<file path="src/include/quad_timer_pkg.sv">
// constants for the four-timer unit
package quad_timer_pkg;
	localparam int unsigned CLK_HZ      = 20000000;
	localparam int unsigned CLK_DIV     = 16;
	localparam logic [3:0]  DIV_LAST    = 4'hF;
	localparam logic [7:0]  RST_LATCH   = 8'hFF;
	localparam logic [7:0]  RST_T1      = 8'h01;
	localparam logic [7:0]  COUNT_ZERO  = 8'h00;
	typedef enum logic [1:0] {
		MODE_TIMER  = 2'b00,
		MODE_PULSE  = 2'b01,
		MODE_EVENT  = 2'b11,
		MODE_WIDTH  = 2'b10
	} xy_mode_t;
	localparam logic [3:0] PRIO_TX   = 4'h6;
	localparam logic [3:0] PRIO_TY   = 4'h7;
	localparam logic [3:0] PRIO_T1   = 4'h8;
	localparam logic [3:0] PRIO_T2   = 4'h9;
	localparam logic [3:0] PRIO_CX   = 4'hA;
	localparam logic [3:0] PRIO_CY   = 4'hB;
	localparam logic [15:0] VEC_TX   = 16'hFFF2;
	localparam logic [15:0] VEC_TY   = 16'hFFF0;
	localparam logic [15:0] VEC_T1   = 16'hFFEE;
	localparam logic [15:0] VEC_T2   = 16'hFFEC;
	localparam logic [15:0] VEC_CX   = 16'hFFEA;
	localparam logic [15:0] VEC_CY   = 16'hFFE8;
	localparam int unsigned NREQ     = 6;
endpackage

</file>
<file path="src/logic/down_counter.sv">
// reloading down counter that divides its count pulses by n+1
`timescale 1ns/10ps
module down_counter #(
	parameter int unsigned W = 8,
	parameter logic [W-1:0] RST_VAL = '1
) (
	input  wire logic         clk_i,     // system clock
	input  wire logic         sys_rst_i, // async reset, high
	input  wire logic         tick_i,    // count pulse
	input  wire logic         load_i,    // latch write strobe
	input  wire logic [W-1:0] data_i,    // latch write value
	output logic [W-1:0]      count_o,   // current count
	output logic              under_o    // underflow pulse
);
	logic [W-1:0] latch_q;
	logic [W-1:0] count_q;
	logic         under_q;

	always_ff @(posedge clk_i or posedge sys_rst_i) begin
		if (sys_rst_i) begin
			latch_q <= RST_VAL;
		end else if (load_i) begin
			latch_q <= data_i;
		end
	end

	// a write loads counter and latch together, as a fresh start
	always_ff @(posedge clk_i or posedge sys_rst_i) begin
		if (sys_rst_i) begin
			count_q <= RST_VAL;
			under_q <= 1'b0;
		end else begin
			under_q <= 1'b0;
			if (load_i) begin
				count_q <= data_i;
			end else if (tick_i) begin
				if (count_q == '0) begin
					count_q <= latch_q;
					under_q <= 1'b1;
				end else begin
					count_q <= count_q - 1'b1;
				end
			end
		end
	end

	assign count_o = count_q;
	assign under_o = under_q;

	property p_reload;
		@(posedge clk_i) disable iff (sys_rst_i)
		(tick_i && !load_i && count_q == '0) |=> (under_q && count_q == $past(latch_q));
	endproperty
	a_reload: assert property (p_reload) else $error("no reload on underflow");

	property p_hold;
		@(posedge clk_i) disable iff (sys_rst_i)
		(!tick_i && !load_i) |=> (count_q == $past(count_q) && !under_q);
	endproperty
	a_hold: assert property (p_hold) else $error("count moved without pulse");
endmodule

</file>
<file path="src/logic/edge_detect.sv">
// registered edge detector on an already synchronous input
`timescale 1ns/10ps
module edge_detect (
	input  wire logic clk_i,     // system clock
	input  wire logic sys_rst_i, // async reset, high
	input  wire logic level_i,   // sampled level
	input  wire logic fall_i,    // 1 selects falling edge
	output logic      hit_o,     // selected edge pulse
	output logic      level_o    // delayed level
);
	logic prev_q;

	always_ff @(posedge clk_i or posedge sys_rst_i) begin
		if (sys_rst_i) begin
			prev_q <= 1'b0;
		end else begin
			prev_q <= level_i;
		end
	end

	assign level_o = prev_q;
	assign hit_o   = fall_i ? (prev_q & ~level_i) : (~prev_q & level_i);
endmodule

</file>
<file path="src/logic/quad_timer_unit.sv">
// four down timers: X, Y with modes and pins, 1 and 2 on a shared prescaler
`timescale 1ns/10ps
module quad_timer_unit #(
	parameter int unsigned W = 8
) (
	input  wire logic         clk_i,          // oscillator_input clock, 20 MHz
	input  wire logic         sys_rst_i,      // async reset, high
	input  wire logic [W-1:0] wr_data_i,      // write data for any latch
	input  wire logic         pre12_wr_i,     // write prescaler 12 latch
	input  wire logic         t1_wr_i,        // write timer 1 latch
	input  wire logic         t2_wr_i,        // write timer 2 latch
	input  wire logic         prex_wr_i,      // write prescaler X latch
	input  wire logic         tx_wr_i,        // write timer X latch
	input  wire logic         prey_wr_i,      // write prescaler Y latch
	input  wire logic         ty_wr_i,        // write timer Y latch
	input  wire logic [1:0]   x_mode_i,       // timer X mode
	input  wire logic [1:0]   y_mode_i,       // timer Y mode
	input  wire logic         x_edge_i,       // timer X edge switch bit
	input  wire logic         y_edge_i,       // timer Y edge switch bit
	input  wire logic         x_stop_i,       // timer X count stop bit
	input  wire logic         y_stop_i,       // timer Y count stop bit
	input  wire logic         timer_x_pin_i,  // timer X counter pin level
	input  wire logic         timer_y_pin_i,  // timer Y counter pin level
	input  wire logic [5:0]   req_clr_i,      // clear request bits: X,Y,1,2,cx,cy
	input  wire logic [5:0]   req_en_i,       // interrupt enable bits
	input  wire logic         irq_disable_i,  // processor interrupt disable flag
	input  wire logic         stop_instruction_i, // stop state entered
	output logic [W-1:0]      tx_count_o,     // timer X count
	output logic [W-1:0]      ty_count_o,     // timer Y count
	output logic [W-1:0]      t1_count_o,     // timer 1 count
	output logic [W-1:0]      t2_count_o,     // timer 2 count
	output logic              timer_x_pin_o,  // timer X pin drive level
	output logic              timer_x_pin_oe_n_o, // timer X pin enable, low drives
	output logic              timer_y_pin_o,  // timer Y pin drive level
	output logic              timer_y_pin_oe_n_o, // timer Y pin enable, low drives
	output logic [5:0]        req_o,          // interrupt request bits
	output logic              irq_o,          // an interrupt is taken
	output logic [3:0]        irq_prio_o,     // priority of taken source
	output logic [15:0]       irq_vec_o,      // low vector byte address
	output logic              stopped_o       // in stop state
);
	localparam int unsigned RX = 0;
	localparam int unsigned RY = 1;
	localparam int unsigned R1 = 2;
	localparam int unsigned R2 = 3;
	localparam int unsigned RCX = 4;
	localparam int unsigned RCY = 5;

	// shared divide by 16 of the oscillator clock
	logic [3:0] div_q;
	logic       div_tick_q;

	always_ff @(posedge clk_i or posedge sys_rst_i) begin
		if (sys_rst_i) begin
			div_q      <= '0;
			div_tick_q <= 1'b0;
		end else begin
			div_q      <= div_q + 4'h1;
			div_tick_q <= (div_q == quad_timer_pkg::DIV_LAST);
		end
	end

	// counter pin sampling and edges
	logic x_hit, x_lvl, y_hit, y_lvl;
	edge_detect u_x_edge (
		.clk_i     (clk_i),
		.sys_rst_i (sys_rst_i),
		.level_i   (timer_x_pin_i),
		.fall_i    (x_edge_i),
		.hit_o     (x_hit),
		.level_o   (x_lvl)
	);
	edge_detect u_y_edge (
		.clk_i     (clk_i),
		.sys_rst_i (sys_rst_i),
		.level_i   (timer_y_pin_i),
		.fall_i    (y_edge_i),
		.hit_o     (y_hit),
		.level_o   (y_lvl)
	);
	// prescaler 12, timer 1, timer 2
	logic [W-1:0] pre12_cnt, t1_cnt, t2_cnt;
	logic         pre12_uf, t1_uf, t2_uf;

	down_counter #(.W(W), .RST_VAL(W'(quad_timer_pkg::RST_LATCH))) u_pre12 (
		.clk_i     (clk_i),
		.sys_rst_i (sys_rst_i),
		.tick_i    (div_tick_q),
		.load_i    (pre12_wr_i),
		.data_i    (wr_data_i),
		.count_o   (pre12_cnt),
		.under_o   (pre12_uf)
	);
	down_counter #(.W(W), .RST_VAL(W'(quad_timer_pkg::RST_T1))) u_t1 (
		.clk_i     (clk_i),
		.sys_rst_i (sys_rst_i),
		.tick_i    (pre12_uf),
		.load_i    (t1_wr_i),
		.data_i    (wr_data_i),
		.count_o   (t1_cnt),
		.under_o   (t1_uf)
	);
	down_counter #(.W(W), .RST_VAL(W'(quad_timer_pkg::RST_LATCH))) u_t2 (
		.clk_i     (clk_i),
		.sys_rst_i (sys_rst_i),
		.tick_i    (pre12_uf),
		.load_i    (t2_wr_i),
		.data_i    (wr_data_i),
		.count_o   (t2_cnt),
		.under_o   (t2_uf)
	);

	// count sources for X and Y by mode
	function automatic logic xy_src(input logic [1:0] mode, input logic stop,
		input logic div, input logic hit, input logic lvl, input logic edge_b);
		logic s;
		s = 1'b0;
		case (mode)
			quad_timer_pkg::MODE_TIMER: s = div;
			quad_timer_pkg::MODE_PULSE: s = div;
			quad_timer_pkg::MODE_EVENT: s = hit;
			quad_timer_pkg::MODE_WIDTH: s = div & (lvl ^ edge_b);
			default:                    s = 1'b0;
		endcase
		return s & ~stop;
	endfunction

	logic x_src, y_src;
	assign x_src = xy_src(x_mode_i, x_stop_i, div_tick_q, x_hit, x_lvl, x_edge_i);
	assign y_src = xy_src(y_mode_i, y_stop_i, div_tick_q, y_hit, y_lvl, y_edge_i);

	logic [W-1:0] prex_cnt, prey_cnt, tx_cnt, ty_cnt;
	logic         prex_uf, prey_uf, tx_uf, ty_uf;

	down_counter #(.W(W), .RST_VAL(W'(quad_timer_pkg::RST_LATCH))) u_prex (
		.clk_i     (clk_i),
		.sys_rst_i (sys_rst_i),
		.tick_i    (x_src),
		.load_i    (prex_wr_i),
		.data_i    (wr_data_i),
		.count_o   (prex_cnt),
		.under_o   (prex_uf)
	);

	// a stop set in the prescaler's underflow cycle must not leak into the timer
	down_counter #(.W(W), .RST_VAL(W'(quad_timer_pkg::RST_LATCH))) u_tx (
		.clk_i     (clk_i),
		.sys_rst_i (sys_rst_i),
		.tick_i    (prex_uf & ~x_stop_i),
		.load_i    (tx_wr_i),
		.data_i    (wr_data_i),
		.count_o   (tx_cnt),
		.under_o   (tx_uf)
	);
	down_counter #(.W(W), .RST_VAL(W'(quad_timer_pkg::RST_LATCH))) u_prey (
		.clk_i     (clk_i),
		.sys_rst_i (sys_rst_i),
		.tick_i    (y_src),
		.load_i    (prey_wr_i),
		.data_i    (wr_data_i),
		.count_o   (prey_cnt),
		.under_o   (prey_uf)
	);
	down_counter #(.W(W), .RST_VAL(W'(quad_timer_pkg::RST_LATCH))) u_ty (
		.clk_i     (clk_i),
		.sys_rst_i (sys_rst_i),
		.tick_i    (prey_uf & ~y_stop_i),
		.load_i    (ty_wr_i),
		.data_i    (wr_data_i),
		.count_o   (ty_cnt),
		.under_o   (ty_uf)
	);

	// registered count outputs
	always_ff @(posedge clk_i or posedge sys_rst_i) begin
		if (sys_rst_i) begin
			tx_count_o <= W'(quad_timer_pkg::RST_LATCH);
			ty_count_o <= W'(quad_timer_pkg::RST_LATCH);
			t1_count_o <= W'(quad_timer_pkg::RST_T1);
			t2_count_o <= W'(quad_timer_pkg::RST_LATCH);
		end else begin
			tx_count_o <= tx_cnt;
			ty_count_o <= ty_cnt;
			t1_count_o <= t1_cnt;
			t2_count_o <= t2_cnt;
		end
	end

	// pulse output: level restarts from the inverted edge bit whenever not in pulse mode.
	// the pin enable is driven low here whenever the timer is in pulse mode, high otherwise
	logic x_pulse, y_pulse;
	assign x_pulse = (x_mode_i == quad_timer_pkg::MODE_PULSE);
	assign y_pulse = (y_mode_i == quad_timer_pkg::MODE_PULSE);

	always_ff @(posedge clk_i or posedge sys_rst_i) begin
		if (sys_rst_i) begin
			timer_x_pin_o      <= 1'b1;
			timer_x_pin_oe_n_o <= 1'b1;
		end else begin
			timer_x_pin_oe_n_o <= ~x_pulse;
			if (!x_pulse) begin
				timer_x_pin_o <= ~x_edge_i;
			end else if (tx_uf) begin
				timer_x_pin_o <= ~timer_x_pin_o;
			end
		end
	end

	always_ff @(posedge clk_i or posedge sys_rst_i) begin
		if (sys_rst_i) begin
			timer_y_pin_o      <= 1'b1;
			timer_y_pin_oe_n_o <= 1'b1;
		end else begin
			timer_y_pin_oe_n_o <= ~y_pulse;
			if (!y_pulse) begin
				timer_y_pin_o <= ~y_edge_i;
			end else if (ty_uf) begin
				timer_y_pin_o <= ~timer_y_pin_o;
			end
		end
	end

	// request bits: set wins over a clear in the same cycle
	logic [5:0] ev;
	assign ev[RX]  = tx_uf;
	assign ev[RY]  = ty_uf;
	assign ev[R1]  = t1_uf;
	assign ev[R2]  = t2_uf;
	assign ev[RCX] = x_hit;
	assign ev[RCY] = y_hit;

	logic [5:0] req_q;
	generate
		for (genvar i = 0; i < quad_timer_pkg::NREQ; i++) begin : g_req
			always_ff @(posedge clk_i or posedge sys_rst_i) begin
				if (sys_rst_i) begin
					req_q[i] <= 1'b0;
				end else if (ev[i]) begin
					req_q[i] <= 1'b1;
				end else if (req_clr_i[i]) begin
					req_q[i] <= 1'b0;
				end
			end
		end
	endgenerate
	assign req_o = req_q;

	// fixed priority pick, lowest number first
	logic [5:0]  pend;
	logic [3:0]  prio_d;
	logic [15:0] vec_d;
	assign pend = req_q & req_en_i & {6{~irq_disable_i}};

	always_comb begin
		prio_d = '0;
		vec_d  = '0;
		if (pend[RX]) begin
			prio_d = quad_timer_pkg::PRIO_TX;
			vec_d  = quad_timer_pkg::VEC_TX;
		end else if (pend[RY]) begin
			prio_d = quad_timer_pkg::PRIO_TY;
			vec_d  = quad_timer_pkg::VEC_TY;
		end else if (pend[R1]) begin
			prio_d = quad_timer_pkg::PRIO_T1;
			vec_d  = quad_timer_pkg::VEC_T1;
		end else if (pend[R2]) begin
			prio_d = quad_timer_pkg::PRIO_T2;
			vec_d  = quad_timer_pkg::VEC_T2;
		end else if (pend[RCX]) begin
			prio_d = quad_timer_pkg::PRIO_CX;
			vec_d  = quad_timer_pkg::VEC_CX;
		end else if (pend[RCY]) begin
			prio_d = quad_timer_pkg::PRIO_CY;
			vec_d  = quad_timer_pkg::VEC_CY;
		end
	end

	always_ff @(posedge clk_i or posedge sys_rst_i) begin
		if (sys_rst_i) begin
			irq_o      <= 1'b0;
			irq_prio_o <= '0;
			irq_vec_o  <= '0;
		end else begin
			irq_o      <= |pend;
			irq_prio_o <= prio_d;
			irq_vec_o  <= vec_d;
		end
	end

	// stop state ends on timer 1 underflow; entry wins only without underflow
	always_ff @(posedge clk_i or posedge sys_rst_i) begin
		if (sys_rst_i) begin
			stopped_o <= 1'b0;
		end else if (t1_uf) begin
			stopped_o <= 1'b0;
		end else if (stop_instruction_i) begin
			stopped_o <= 1'b1;
		end
	end

	property p_req_set;
		@(posedge clk_i) disable iff (sys_rst_i)
		t1_uf |=> req_o[R1];
	endproperty
	a_req_set: assert property (p_req_set) else $error("timer 1 request not set");
	property p_stop_x;
		@(posedge clk_i) disable iff (sys_rst_i)
		(x_stop_i && !tx_wr_i) [*2] |-> (tx_cnt == $past(tx_cnt));
	endproperty
	a_stop_x: assert property (p_stop_x) else $error("timer X moved while stopped");
	property p_pulse_tog;
		@(posedge clk_i) disable iff (sys_rst_i)
		(x_pulse && $past(x_pulse) && tx_uf) |=> (timer_x_pin_o != $past(timer_x_pin_o));
	endproperty
	a_pulse_tog: assert property (p_pulse_tog) else $error("pulse pin did not toggle");
	property p_pulse_start;
		@(posedge clk_i) disable iff (sys_rst_i)
		!x_pulse |=> (timer_x_pin_o == !$past(x_edge_i));
	endproperty
	a_pulse_start: assert property (p_pulse_start) else $error("pulse start level wrong");
	property p_masked;
		@(posedge clk_i) disable iff (sys_rst_i)
		irq_disable_i |=> !irq_o;
	endproperty
	a_masked: assert property (p_masked) else $error("interrupt taken while disabled");
	property p_prio_tx;
		@(posedge clk_i) disable iff (sys_rst_i)
		pend[RX] |=> (irq_prio_o == quad_timer_pkg::PRIO_TX && irq_vec_o == quad_timer_pkg::VEC_TX);
	endproperty
	a_prio_tx: assert property (p_prio_tx) else $error("timer X priority wrong");
	property p_wake;
		@(posedge clk_i) disable iff (sys_rst_i)
		t1_uf |=> !stopped_o;
	endproperty
	a_wake: assert property (p_wake) else $error("stop not released");
	property p_div;
		@(posedge clk_i) disable iff (sys_rst_i)
		div_tick_q |=> !div_tick_q [*8] ##1 !div_tick_q [*7] ##1 div_tick_q;
	endproperty
	a_div: assert property (p_div) else $error("divide by 16 broken");
endmodule

</file>
<file path="config.mk">
export PLATFORM = sky130hd
export DESIGN_NAME = quad_timer_unit
export DESIGN_NICKNAME = d
export VERILOG_FILES = /design/src/include/quad_timer_pkg.sv /design/src/logic/down_counter.sv /design/src/logic/edge_detect.sv /design/src/logic/quad_timer_unit.sv
export SDC_FILE = /design/constraint.sdc
export NUM_CORES = 1
export LEC_CHECK = 0
export BUFFER_PORTS_ARGS = -buffer_cell sky130_fd_sc_hd__buf_4
export CAP_MARGIN = 0
export CORE_MARGIN = 2
export CORE_UTILIZATION = 50
export DETAILED_ROUTE_END_ITERATION = 12
export PLACE_DENSITY = 0.7
export SLEW_MARGIN = 5
export SYNTH_ARGS = -nofsm -noshare
export SYNTH_HDL_FRONTEND = slang
export SYNTH_SLANG_ARGS = --single-unit
</file>
<file path="constraint.sdc">
create_clock -name clk_i -period 5.63 [get_ports clk_i]
set_clock_uncertainty 0.1 [all_clocks]
set_input_delay 0.563 -clock clk_i [delete_from_list [all_inputs] [get_ports clk_i]]
set_output_delay 0.563 -clock clk_i [all_outputs]
set_load 0.01 [all_outputs]
</file>
==> out/metrics.csv <==
stage;metric;value;unit
critical_path;start_kind;flop;
clocking;cts_tree;built;
critical_path;path_class;reg -> reg;
floorplanning;core_area;0.0165;mm2
placed_design;dpl.hpwl;11900;um
yosys;synth_fa_ha_area_share;2.23;%
final_layout;syn_to_final_growth;17.5;%
timing;rsz0062_at_grt;false;
global_route;grt_pass1_wl;29100;um
drt;postRouteAntennaNets;0;
timing;max_slew_margin;37.8;%
critical_path;cp.arrival;2730;ps
outcome;outcome;finished, final reports clean;
drt;wl;17700;um
critical_path;cp_max_fo;8;
floorplanning;die_area;0.0179;mm2
clocking;htree_levels;4;
critical_path;reg2reg_depth;7;
drt;vias;6298;
yosys;synth_top_family_by_area;compound AO/OA/AOI/OAI gates;
yosys;synth.avg_cell_area;10.4;um2
pwr;max-vdd-ir-drop;0.000190;V
yosys;yosys.area_share.simple;13.4;%
timing;fin_crit;2470;ps
clocking;post_cts_resized;0;
timing;hold_viol;0;
run;max-cap-violations;0;
final_layout;postLayoutCoreUtil;59.8;%
timing;fmax;0.405;GHz
pwr;p_leak;4.24;nW
clocking;ctsHoldBuffers;0;
yosys;muxShareOfSynthArea;5.65;%
yosys;synth_fp_nets;862;
drt;detail_route.first_pass.iterations;6;
yosys;synth-xor-area-share;0.729;%
global_route;grt_max_degree;100;
hold_path;hp-class;in -> reg;
placed_design;port_buffers;103;
clocking;cts_buffer_depth;2;
drt;wl_per_cell;15.8;um
critical_path;r2r-end;u_ty.count_o[3];
timing;worst_slew_pin_slew;933;ps
floorplanning;die_y;134;um
final_layout;drive_gt1_share;33.6;%
yosys;ys_ff_latch;177;
critical_path;crit_required;5890;ps
floorplanning;num_rows;47;
pwr;power_density;324;mW/mm2
yosys;synth_compound_area_share;17.8;%
placed_design;gp_congestion;0.849;
yosys;synth_cells;806;
global_route;antenna_found_initial;0;
drt;vias_per_cell;5.63;
floorplanning;io_pins;105;
clocking;clk_latency;420;ps
drt;drtIter0Drc;672;
yosys;ys.flop_type;dfstp_2;
drt;drc_errors;0;
yosys;synth_cell_types;63;
timing;maxSlewViolCount;0;
yosys;async_flop_share;100;%
critical_path;rrSetupSlack;3160;ps
yosys;netlist_area;0.00841;mm2
critical_path;r2r_start;u_ty.count_o[0];
yosys;synth_edf_count;0;
final_layout;diodes;0;
global_route;grt-ovfl-total;0;
critical_path;critPathCaptureType;flop;
global_route;gr-usage-all-layers;20.5;%
floorplanning;initial_core_util;50.9;%
clocking;cts.sinks;177;
clocking;numCtsBuffers;17;
final_layout;fin_nets;942;
clocking;postCtsSetupBuffers;0;
clocking;clkTransAtPathRegs;60;ps
timing;tns;0;ps
global_route;first_global_vias;5748;
yosys;seq_area_frac_synth;54.5;%
yosys;ys_warn_count;0;
timing;finalCritPeriodShare;43.9;%
hold_path;hp-start;timer_y_pin_i;
timing;setup_viol_count_final;0;
hold_path;hold-path-cell-count;1;
floorplanning;die_width;134;um
clocking;root_buffer;clkbuf_16;
hold_path;hold_end;u_y_edge.level_o;
-- per-layer routing --
layer	vias up	track usage [%]	routed length [um]	share of wire, %
met1	3052	29.9	8450	48
met3	17	3.81	930	5.3
met5	-	0	0	0
met4	0	6.32	182	1.0
li1	3035	-	-	-
met2	194	31.1	8120	46
-- final cells by class --
type	instances	area (um2)
timing repair buffer	105	788
clock inverter	11	178
inverter	61	234
clock buffer	21	460
fill	1356	6640
multi-input combinational	524	3360
sequential	177	4590
tap	220	275
-- critical path, cell delays in order (launching register included) --
cell and delay, ps:
dfstp_2 390, inv_1 100, ha_1 160, or4b_4 510
or4_4 500, o211a_1 230, o41a_1 300, o21ai_1 120
-- Yosys cell counts (3+ instances only) --
library cell	n	area, um2
nand2b_1	23	144
o31ai_1	8	60.1
a221o_1	11	110
nor2_1	42	158
nor3b_1	5	37.5
a2111oi_0	3	26.3
nor3_1	30	150
o22a_1	3	26.3
mux2_2	28	315
nand2_1	58	218
xor2_1	3	26.3
o32ai_1	4	35.0
or3_1	10	62.6
o2bb2ai_1	4	35.0
a221oi_1	4	35.0
nor4_1	8	50.1
o21bai_1	3	22.5
a22oi_1	7	52.6
a31oi_1	16	100
nor4b_1	6	52.6
a311oi_1	4	35.0
ha_1	15	188
dfrtp_1	50	1250
nand3_1	9	45.0
xnor2_1	4	35.0
or4b_2	4	40.0
clkbuf_1	27	101
a211oi_1	10	75.1
buf_4	13	97.6
inv_1	61	229
mux2i_1	16	160
a21o_1	6	45.0
o21ai_0	92	460
nor2b_1	11	68.8
dfstp_2	127	3340
buf_6	3	33.8
a21oi_1	44	220
-- cell usage in the layout, fill, tap and decap left out, types with 4 or more instances in the layout --
cell type | synthesis | layout
nand2b_1 | 23 | 23
a221o_1 | 11 | 11
a21oi_1 | 44 | 44
or4b_2 | 4 | 4
o31ai_1 | 8 | 8
mux2_2 | 28 | 28
ha_1 | 15 | 15
nor2_1 | 42 | 42
nand2_1 | 58 | 58
dfrtp_1 | 50 | 50
or3_1 | 10 | 10
xnor2_1 | 4 | 4
mux2i_1 | 16 | 16
o32ai_1 | 4 | 4
nor3_1 | 30 | 30
dfstp_2 | 127 | 127
nor3b_1 | 5 | 5
buf_4 | 13 | 105
bufinv_16 | 0 | 4
inv_1 | 61 | 60
nand3_1 | 9 | 9
a211oi_1 | 10 | 10
a31oi_1 | 16 | 16
clkbuf_16 | 0 | 17
o21ai_0 | 92 | 92
a221oi_1 | 4 | 4
a21o_1 | 6 | 6
nor4b_1 | 6 | 6
nor2b_1 | 11 | 11
nor4_1 | 8 | 8
o2bb2ai_1 | 4 | 4
a311oi_1 | 4 | 4
a22oi_1 | 7 | 7
-- logic make-up after synthesis --
| group | count (synthesis) |
|---|---|
| compound gates | 238 |
| xor+xnor | 7 |
| fa+ha+maj | 15 |
| buf+inv | 105 |
| flops | 177 |
| mux | 44 |
| other cells | 1 |
| simple gates | 219 |
-- power by group --
part           switching (W)  leakage [nW]  internal, W
combinational       0.000215          1.98     0.000181
clock               0.000490         0.300     0.000770
sequential         0.0000961          1.97      0.00145
-- how the worst max path moves through the flow --
stage,start,end,depth (start not counted)
final,u_ty.count_o[0],u_ty.count_o[3],7
after global routing,u_t2.count_o[0],u_t2.count_o[0],7
after CTS,u_ty.count_o[0],u_ty.count_o[3],7
after detailed placement,u_ty.count_o[0],u_ty.count_o[3],7
after global placement,u_ty.count_o[0],u_ty.count_o[3],7
after floorplan,sys_rst_i,div_q[0],1
-- through the flow --
stage          std cells  area (um2)  hold WS, ps  setup slack [ps]  power (W)
2_1_floorplan        806        8410          253               375    0.00181
3_3_place_gp        1087        9240          277              3200    0.00195
3_5_place_dp        1087        9240          278              3170    0.00196
4_1_cts             1119        9880          140              3160    0.00323
5_1_grt             1119        9880          137              3010    0.00335
6_report            1119        9880          155              3160    0.00320
No activity file was read; power rests on OpenSTA's default activity.
